==> config.mk <==
export PLATFORM = sky130hd
export DESIGN_NAME = pll_bank_divider_control
export DESIGN_NICKNAME = d
export VERILOG_FILES = /design/src/design/pll_bank_pkg.sv /design/src/design/pll_bank_divider_control.sv
export SDC_FILE = /design/constraint.sdc
export NUM_CORES = 1
export LEC_CHECK = 0
export BUFFER_PORTS_ARGS = -buffer_cell sky130_fd_sc_hd__buf_2
export CAP_MARGIN = 0
export CORE_MARGIN = 2
export CORE_UTILIZATION = 35
export CTS_CLUSTER_DIAMETER = 200
export DETAILED_ROUTE_END_ITERATION = 10
export MAX_ROUTING_LAYER = met4
export PLACE_DENSITY_LB_ADDON = 0.15
export SETUP_SLACK_MARGIN = 0.3
export SYNTH_ARGS = -nofsm -noshare
export SYNTH_HDL_FRONTEND = slang
export SYNTH_SLANG_ARGS = --single-unit
==> constraint.sdc <==
create_clock -name core_clk_in -period 9.28 [get_ports core_clk_in]
set_input_delay 0.464 -clock core_clk_in [delete_from_list [all_inputs] [get_ports core_clk_in]]
set_output_delay 0.464 -clock core_clk_in [all_outputs]
set_load 0.005 [all_outputs]
==> src/design/pll_bank_pkg.sv <==
// constants and carrier types for the pll bank divider control
package pll_bank_pkg;
  localparam int unsigned CORE_CLK_MHZ = 100;
  localparam int unsigned STAB_TIME_US = 50;
  localparam int unsigned STAB_CYCLES = STAB_TIME_US * CORE_CLK_MHZ;
  localparam int unsigned OUTS_PER_BANK = 3;
  localparam int unsigned RATE_BANKS = 3;
  localparam logic [1:0] DIV_RESET = 2'h0;
  localparam logic [1:0] SEL_NONE = 2'h0;
  localparam logic [2:0] STEPS_CONFIG_A = 3'h2;
  localparam logic [2:0] STEPS_CONFIG_B = 3'h4;

  typedef enum logic [1:0] {
    ST_NO_REF = 2'b00,
    ST_SETTLING = 2'b01,
    ST_LOCKED = 2'b10
  } lock_state_t;

  typedef struct packed {
    logic ref_clk;
    logic feedback;
    logic clear_n;
    logic out_en_n;
    logic [1:0] sel;
    logic test;
    logic quarter_fb;
  } pins_t;

  // idle pin levels; clear and enable are active low, so they rest high
  localparam pins_t PINS_IDLE = pins_t'(8'h30);

  typedef struct packed {
    logic [OUTS_PER_BANK-1:0] bank_four_outputs;
    logic [OUTS_PER_BANK-1:0] bank_three_outputs;
    logic [OUTS_PER_BANK-1:0] bank_two_outputs;
    logic [OUTS_PER_BANK-1:0] bank_one_outputs;
  } bank_outputs_t;

  typedef struct packed {
    logic locked;
    logic phase_known;
    logic config_invalid;
  } loop_status_t;
endpackage : pll_bank_pkg

==> src/design/pll_bank_divider_control.sv <==
// digital control of a twelve-output pll clock fan-out driver
// What this block does
// - reference-rate feedback: select code picks zero to three banks at half rate.
// - second configuration: single-rate banks at reference, others at twice it.
// - single-rate feedback: codes give one, two, three single-rate banks, rest double.
// - clear falling edge forces the divider flip-flop low, resetting half-rate phase.
// - same reference and clear give identical half-rate phase across devices.
// - enable low drives all twelve outputs; high floats every output.
// - disabling outputs breaks the loop; re-enable needs a new settling interval.
// - test low uses the loop; test high bypasses it to the outputs.
// - banks one to three carry half or quarter oscillator rate per select.
// - with test low, bank four always carries half the oscillator rate.
// - with test low, every output has 50% duty, whatever the reference duty.
// - half-rate phase is unknown after power-up until a clear edge.
// - loop adjusts outputs until feedback has zero phase offset to reference.
// - selects switch up to nine outputs, always whole banks of three.
// - after power-up and a valid reference, outputs count unlocked until settled.
// - oscillator divided by a two-bit counter; half and quarter taps feed banks.
// - lock assumed only 50 us after power-up, select, clear or enable events.
`timescale 1ns/1ps
module pll_bank_divider_control #(
  parameter int unsigned STAB_CYCLES_P = pll_bank_pkg::STAB_CYCLES,
  parameter int unsigned STAB_W = 13,
  parameter int unsigned PERIOD_W = 8
) (
  input wire logic core_clk_in,
  input wire logic rst_n_in,
  input wire logic clk_en_in,
  input wire logic reference_clock_in,
  input wire logic loop_feedback_in,
  input wire logic half_rate_phase_clear_n_in,
  input wire logic output_enable_n_in,
  input wire logic bank_select_hi_in,
  input wire logic bank_select_lo_in,
  input wire logic loop_bypass_test_in,
  input wire logic feedback_quarter_tap_in,
  output pll_bank_pkg::bank_outputs_t bank_outputs_out,
  output pll_bank_pkg::bank_outputs_t bank_outputs_oe_out,
  output pll_bank_pkg::loop_status_t loop_status_out
);
  import pll_bank_pkg::*;

  localparam logic [STAB_W-1:0] STAB_LAST = STAB_W'(STAB_CYCLES_P - 1);

  ////////////////////////////////////////////////////////////////////////////
  // pin synchronisers; prev only ever reads the second stage
  pins_t pins_raw;
  pins_t sync_a;
  pins_t sync;
  pins_t prev;

  assign pins_raw = {reference_clock_in, loop_feedback_in, half_rate_phase_clear_n_in,
                     output_enable_n_in, bank_select_hi_in, bank_select_lo_in,
                     loop_bypass_test_in, feedback_quarter_tap_in};

  always_ff @(posedge core_clk_in) begin
    if (!rst_n_in) begin
      // idle levels, so no false clear or enable edge follows reset
      sync_a <= PINS_IDLE;
      sync <= PINS_IDLE;
      prev <= PINS_IDLE;
    end else if (clk_en_in) begin
      sync_a <= pins_raw;
      sync <= sync_a;
      prev <= sync;
    end
  end

  logic ref_rise;
  logic clr_fall;
  logic oe_fall;
  logic disturb;
  logic slip;
  logic [2:0] steps;

  assign ref_rise = sync.ref_clk & ~prev.ref_clk;
  assign clr_fall = ~sync.clear_n & prev.clear_n;
  assign oe_fall = ~sync.out_en_n & prev.out_en_n;
  // a disabled output set means no feedback at all, so settling restarts
  assign disturb = clr_fall | oe_fall | sync.out_en_n | (sync.sel != prev.sel)
                 | (sync.quarter_fb != prev.quarter_fb);
  // fed-back tap already high at the reference edge: one step out of phase
  assign slip = sync.feedback & ~sync.out_en_n;
  assign steps = sync.quarter_fb ? STEPS_CONFIG_B : STEPS_CONFIG_A;

  ////////////////////////////////////////////////////////////////////////////
  // oscillator model: steps spread evenly over each measured reference period
  logic [PERIOD_W-1:0] per_cnt;
  logic [PERIOD_W-1:0] period;
  logic [PERIOD_W:0] acc;
  logic [1:0] div_q;
  logic phase_known;
  logic [PERIOD_W-1:0] next_per_cnt;
  logic [PERIOD_W-1:0] next_period;
  logic [PERIOD_W:0] next_acc;
  logic [1:0] next_div_q;
  logic next_phase_known;
  logic [PERIOD_W:0] acc_sum;

  assign acc_sum = acc + {{(PERIOD_W-2){1'b0}}, steps};

  always_comb begin
    next_per_cnt = per_cnt;
    next_period = period;
    next_acc = acc;
    next_div_q = div_q;
    next_phase_known = phase_known;
    if (per_cnt != '1) begin
      next_per_cnt = per_cnt + 1'b1;
    end
    if (clr_fall) begin
      // clear beats a coincident reference edge
      next_div_q = DIV_RESET;
      next_acc = '0;
      next_phase_known = 1'b1;
    end else if (ref_rise) begin
      // a saturated count wraps to zero, which stops the steps
      next_period = per_cnt + 1'b1;
      next_per_cnt = '0;
      next_acc = '0;
      if (!slip) begin
        next_div_q = div_q + 1'b1;
      end
    end else if (period != '0 && acc_sum >= {1'b0, period}) begin
      next_acc = acc_sum - {1'b0, period};
      next_div_q = div_q + 1'b1;
    end else begin
      next_acc = acc_sum;
    end
  end

  always_ff @(posedge core_clk_in) begin
    if (!rst_n_in) begin
      per_cnt <= '0;
      period <= '0;
      acc <= '0;
      div_q <= DIV_RESET;
      phase_known <= 1'b0;
    end else if (clk_en_in) begin
      per_cnt <= next_per_cnt;
      period <= next_period;
      acc <= next_acc;
      div_q <= next_div_q;
      phase_known <= next_phase_known;
    end
  end

  ////////////////////////////////////////////////////////////////////////////
  // lock tracking
  lock_state_t state;
  lock_state_t next_state;
  logic [STAB_W-1:0] stab_cnt;
  logic [STAB_W-1:0] next_stab_cnt;

  always_comb begin
    next_state = state;
    next_stab_cnt = stab_cnt;
    case (state)
      ST_NO_REF: begin
        if (ref_rise) begin
          next_state = ST_SETTLING;
          next_stab_cnt = '0;
        end
      end
      ST_SETTLING: begin
        if (disturb) begin
          next_stab_cnt = '0;
        end else if (stab_cnt == STAB_LAST) begin
          next_state = ST_LOCKED;
        end else begin
          next_stab_cnt = stab_cnt + 1'b1;
        end
      end
      ST_LOCKED: begin
        if (disturb) begin
          next_state = ST_SETTLING;
          next_stab_cnt = '0;
        end
      end
      default: begin
        next_state = ST_NO_REF;
      end
    endcase
    // reference gone for a whole period count
    if (per_cnt == '1) begin
      next_state = ST_NO_REF;
      next_stab_cnt = '0;
    end
  end

  always_ff @(posedge core_clk_in) begin
    if (!rst_n_in) begin
      state <= ST_NO_REF;
      stab_cnt <= '0;
    end else if (clk_en_in) begin
      state <= next_state;
      stab_cnt <= next_stab_cnt;
    end
  end

  ////////////////////////////////////////////////////////////////////////////
  // bank taps and output drive
  logic tap_half;
  logic tap_quarter;
  logic [RATE_BANKS-1:0] bank_tap;
  bank_outputs_t outs;
  bank_outputs_t next_outs;
  bank_outputs_t oe;
  bank_outputs_t next_oe;
  logic cfg_bad;
  logic next_cfg_bad;

  // counter bits are square waves, so duty never follows the reference
  assign tap_half = div_q[0];
  assign tap_quarter = div_q[1];

  genvar b;
  generate
    for (b = 0; b < RATE_BANKS; b++) begin : g_bank
      // whole banks only; lower banks slow down first
      assign bank_tap[b] = (2'(b) < sync.sel) ? tap_quarter : tap_half;
    end
  endgenerate

  always_comb begin
    if (sync.test) begin
      next_outs = bank_outputs_t'({(4 * OUTS_PER_BANK){sync.ref_clk}});
    end else begin
      next_outs = {{OUTS_PER_BANK{tap_half}}, {OUTS_PER_BANK{bank_tap[2]}},
                   {OUTS_PER_BANK{bank_tap[1]}}, {OUTS_PER_BANK{bank_tap[0]}}};
    end
    next_oe = bank_outputs_t'({(4 * OUTS_PER_BANK){~sync.out_en_n}});
    next_cfg_bad = sync.quarter_fb & (sync.sel == SEL_NONE);
  end

  always_ff @(posedge core_clk_in) begin
    if (!rst_n_in) begin
      outs <= '0;
      oe <= '0;
      cfg_bad <= 1'b0;
    end else if (clk_en_in) begin
      outs <= next_outs;
      oe <= next_oe;
      cfg_bad <= next_cfg_bad;
    end
  end

  assign bank_outputs_out = outs;
  assign bank_outputs_oe_out = oe;
  assign loop_status_out = {state == ST_LOCKED, phase_known, cfg_bad};
endmodule : pll_bank_divider_control

* Word level (Yosys, flattened, before mapping)
Index checks and enable logic that the tools add are counted.
W data, S select, Z words.
** Operators by class
- Magnitude comparators :: 4
- Equal/unequal tests :: 13
- Multiplexer cells :: 27
- Bitwise logic cells :: 13
- Reduce and logical (&&, ||, !) cells :: 11
- Add/sub/neg operators :: 5
** Operators with widths (number)
- $mux W13 :: 5
- $pmux W13 S3 :: 1
- $mux W9 :: 3
- $mux W8 :: 3
- $mux W2 :: 9
- $add A13 B1 Y13 const B :: 1
- $eq A13 B13 Y1 const B :: 1
- $mux W12 :: 1
- $ne A3 B3 Y1 const B :: 4
- $reduce_and A5 Y1 :: 2
- $add A9 B3 Y9 :: 1
- $ge A9 B8 Y1 :: 1
- $sub A9 B8 Y9 :: 1
- $add A8 B1 Y8 const B :: 1
- $eq A8 B8 Y1 const B :: 1
- $ne A8 B8 Y1 const B :: 1
- $reduce_bool A8 Y1 :: 1
- $pmux W2 S3 :: 1
- $reduce_and A3 Y1 :: 2
- $and A1 B1 Y1 :: 5
- $logic_not A2 Y1 :: 2
- $lt A1 B2 Y1 const A :: 2
- $ne A4 B4 Y1 const B :: 1
- $not A1 Y1 :: 4
- 14 further kinds :: 19
** Word-level totals
- Logic and storage cells :: 105
- Flip-flop bits (word level) :: 79
- Output and inout port bits :: 27
- Input port bits :: 11

* Depth between registers and ports, before layout
- Depth in word-level cells :: 9
- Depth in mapped cells :: 14
- Gate-level depth less buffers :: 13

* Worst setup path after synthesis
OpenSTA, ideal clock, no wires.
- Path kind :: reg-to-reg
- Start :: register sync[0] (netlist bit)
- End :: register acc[1]
- Data arrival time :: 3.069 ns
- Stages on the path, launching flop included :: 14
- Data required time :: 9.174 ns
- Buffers on the path :: 1
- Period minus slack after synthesis :: 3.175 ns
- Library setup time :: 0.106 ns
- Setup slack :: 6.105 ns
- Cells stage by stage :: dfxtp_1 -> inv_1 -> ha_1 -> fa_1 -> and3_1 -> nand3_1 -> xnor2_1 -> ha_1 -> and3_1 -> o21ai_0 -> a21oi_2 -> o21ai_2 -> buf_4 -> o311ai_0
** On the way
- Longest elaborated chain between the ends :: 7
- Elaborated cells between the ends (all ways) :: 8
- Those cells by class :: add/sub (2); order compare (1); mux (4); reduce/logical (1)
** RTL lines
- start: declaration :: RTL line pll_bank_divider_control.sv:49 : pins_t sync;
- start signal: assignment :: RTL line pll_bank_divider_control.sv:64 : sync <= sync_a;
- $mux W3 (*) :: RTL line pll_bank_divider_control.sv:84 : assign steps = sync.quarter_fb ? STEPS_CONFIG_B : STEPS_CONFIG_A;
- $add A9 B3 Y9 (*) :: RTL line pll_bank_divider_control.sv:100 : assign acc_sum = acc + {{(PERIOD_W-2){1'b0}}, steps};
- $ge A9 B8 Y1 :: RTL line pll_bank_divider_control.sv:124 : end else if (period != '0 && acc_sum >= {1'b0, period}) begin
- $logic_and A1 B1 Y1 :: RTL line pll_bank_divider_control.sv:124
- $mux W9 (*) :: RTL line pll_bank_divider_control.sv:124
- $mux W9 (*) :: RTL line pll_bank_divider_control.sv:116 : end else if (ref_rise) begin
- $mux W9 (*) :: RTL line pll_bank_divider_control.sv:111 : if (clr_fall) begin
- end signal: assignment :: RTL line pll_bank_divider_control.sv:142 : acc <= next_acc;
- end: declaration :: RTL line pll_bank_divider_control.sv:90 : logic [PERIOD_W:0] acc;
Every way passes the cells marked *; elsewhere a longest branch is shown, timed or not.
A chain may end at the register's enable or synchronous reset.

* Worst setup path after layout
- Start :: register sync[0] (netlist bit)
- End :: register acc[8]
The elaborated chain is that of the path after synthesis.

==> summary.txt <==
Synthesis
  • Post-synthesis sequential area ratio: 0.341
  • Ys async rst share: 0
  • Library cells used by synthesis: 72
  • Number of flops mapped to enable cells by yosys: 0
  • Syn_nets: 500
  • Syn avg cell area: 8.78 µm²
  • Yosys warning total: 0
  • Post-synthesis cell area: 4170 µm²
  • Mapped Cells: 475
  • Commonest register cell after synthesis: dfxtp_1
  • Number of synthesized register bits: 71

STA
  • Crit path time final: 3.72 ns
  • Worst hold margin: 0.341 ns
  • Final hold vios: 0
  • Final Skew: 0.00917 ns
  • Final Setup Violations: 0
  • Tcrit/Tclk final: 0.401
  • Rel. slew slack: 0.443
  • Achievable Freq: 269 MHz
  • TNS Setup: 0 ns
  • Final Max Tran Viols: 0
  • RSZ-0062 raised after global routing: false
  • Worst-margin pin slew: 0.814 ns

Setup path
  • WP data arrival: 3.94 ns
  • Required @ worst endpoint: 9.50 ns
  • CP delay by family, top: adder cells
  • WS Path Type: reg2reg
  • Startpoint types: flop
  • Worst path max stage delay: 0.72 ns
  • WP buf/inv: 1
  • CP Capture Type: flop
  • Critical Path, Cell by Cell: inv_1 > ha_1 > fa_1 > and3_1 > nand3_1 > xnor2_1 > ha_1 > nand3_1 > a2111oi_0 > nor2_1 > o2111a_1 > nor4_1 > a21oi_1
  • Worst Reg-to-Reg Cells: 13
  • Levels on crit path: 13
  • Crit-path max FO: 7
  • CP max stage cell: a2111oi_0

Clock tree
  • Post-CTS setup buffers: 0
  • TritonCTS buffer count: 9
  • H-tree depth: 3
  • Longest Clk Path Bufs: 2
  • Hold_buf cts: 0
  • Resized cells post-CTS: 0
  • Worst-path clk slew: 0.06 ns
  • TritonCTS clock tree: done
  • Clock Latency Late Sink: 0.34 ns
  • Root buffer cell: clkbuf_16
  • TritonCTS Sinks: 71

Pwr
  • PwrDens: 186 nW/µm²
  • Worst IR Drop VDD: 0.0000886 V
  • Pwr Total: 0.000855 W
  • Lkg Pwr: 1.83 nW

Die
  • Initial Util: 0.362
  • Die area: 12800 µm²
  • Rows: 39
  • Die Span Y: 113 µm
  • Chip Width: 113 µm
  • Top Ports: 38
  • Core area: 11500 µm²

Finish
  • Area of the multi-input gates: 2410 µm²
  • Fin util: 0.400
  • Ant. Diodes: 0
  • Layout cell share with drive strength beyond 1: 0.145
  • Final Non-Filler Cells: 631
  • Fillcell total: 1183
  • Layout Nets: 508
  • Area delta synth->final: 10.5%
  • Register area: 1420 µm²

Placement
  • Post-detail-place hpwl: 6.36 mm
  • RePlAce Congestion: 0.819
  • Cells after DPL: 615
  • PortBufs: 37

GRT
  • Largest net degree at the start of global routing: 50
  • Grt total ovfl: 0
  • Vias in the first global route: 3080
  • Antenna violations before repair: 0
  • First-pass GRT wire length: 15.1 mm
  • GRT Util Overall: 0.151

Route
  • Routed wire length: 9.08 mm
  • Vias after detailed routing: 3294
  • Drt first pass iters: 4
  • Vias/cell: 5.22
  • Post-route DRC: 0
  • Routed len/inst: 14.4 µm
  • DRT iter0 DRCs: 131
  • Routed Antenna Nets: 0

Job
  • Maxcap violations: 0

Outcome
  • Status: finished, final reports clean

Hold path
  • Hold Crit Depth: 3
  • Tightest Hold Check Type: in2reg
-- registers in the layout (all words and copies together) (netlist names) --
| name | count |
|---|---|
| acc | 9 |
| bank_outputs_oe_out | 1 |
| bank_outputs_out | 4 |
| cfg_bad | 1 |
| div_q | 2 |
| per_cnt | 8 |
| period | 8 |
| phase_known | 1 |
| prev | 6 |
| stab_cnt | 13 |
| state | 2 |
| sync | 8 |
| sync_a | 8 |
-- per-stage QoR --
step / setup WS [ns] / cell area, µm²
after floorplan: 6.10 / 4170
after global placement: 5.76 / 4290
after detailed placement: 5.61 / 4290
after CTS: 5.59 / 4610
after global routing: 5.27 / 4610
final: 5.56 / 4610
-- layer usage --
| metal | wire length (µm) | vias up | global-route usage |
|---|---|---|---|
| met3 | 243 | 15 | 0.0230 |
| met4 | 208 | 0 | 0.0789 |
| met1 | 4650 | 1514 | 0.199 |
| met2 | 3980 | 56 | 0.224 |
| li1 | - | 1709 | - |
| met5 | 0 | - | - |
-- path summary, 6_finish.rpt --
kind,to,start,slack [ns]
worst max-delay path,acc[8],sync[0],5.56
worst min-delay path,sync_a[4],output_enable_n_in,0.34
worst max register to register,acc[8],sync[0],5.56
worst min register to register,prev[4],prev[4],0.48
-- worst min-delay path, stage by stage --
cell and delay [ns]:
buf_2 0.07, mux2i_1 0.05, nand2_1 0.06
-- Yosys cell counts (7+ instances only) --
cell       n  area (µm²)
nand4_1    8        50.1
inv_1     20        75.1
clkbuf_1  11        41.3
nor2_1    34         128
a21boi_0   7        52.6
xnor2_1   21         184
buf_4     23         173
nand2_1   34         128
o21ai_0   11        55.1
dfxtp_1   71        1420
xor2_1    10        87.6
a211oi_1  10        75.1
nand3_1   18        90.1
mux2i_1   28         280
ha_1      12         150
nor3_1    10        50.1
and3_1    10        62.6
nor2b_1   22         138
a21oi_1   11        55.1
-- placed cells by master (no fill, tap or decap), types with 4 or more instances in the layout --
cell type and n:
a21oi_1 11, ha_1 12, and3_1 10, nand3_1 18, nor2b_1 22, clkbuf_16 9, xnor2_1 21, a21boi_0 7
mux2i_1 28, nand2_1 34, o31ai_1 4, nand4_1 8, o21a_1 4, dfxtp_1 71, inv_1 20, a211oi_1 10
xor2_1 10, nor3_1 10, o211ai_1 6, o311ai_0 4, o22ai_1 6, buf_2 37, o21ai_0 11, or3_1 4
nor2_1 34
-- area by class of cell --
class	count	area share
repair buffers	39	0.0434
clock inverters	6	0.0201
flip-flops and latches	71	0.308
clock buffers	10	0.0497
well taps	143	0.0388
inverters	21	0.0171
multi-input cells	341	0.522
-- cell families (layout without fill, tap and decap cells) --
family / count (synthesis) / after routing / synth area share
AO/OA/AOI/OAI: 99 / 99 / 0.184
multiplexers: 30 / 30 / 0.0726
buffers and inverters: 63 / 76 / 0.0819
adder cells (fa/ha/maj): 14 / 14 / 0.0456
XOR/XNOR: 31 / 31 / 0.0651
flip-flops: 71 / 71 / 0.341
AND/OR/NAND/NOR: 167 / 167 / 0.210
-- where the power goes --
part	internal [W]	leakage (nW)	switching (W)
logic	0.0000592	1.11	0.0000918
clock network	0.000237	0.149	0.000142
registers	0.000315	0.576	0.0000104
No activity file was read; power rests on OpenSTA's default activity.
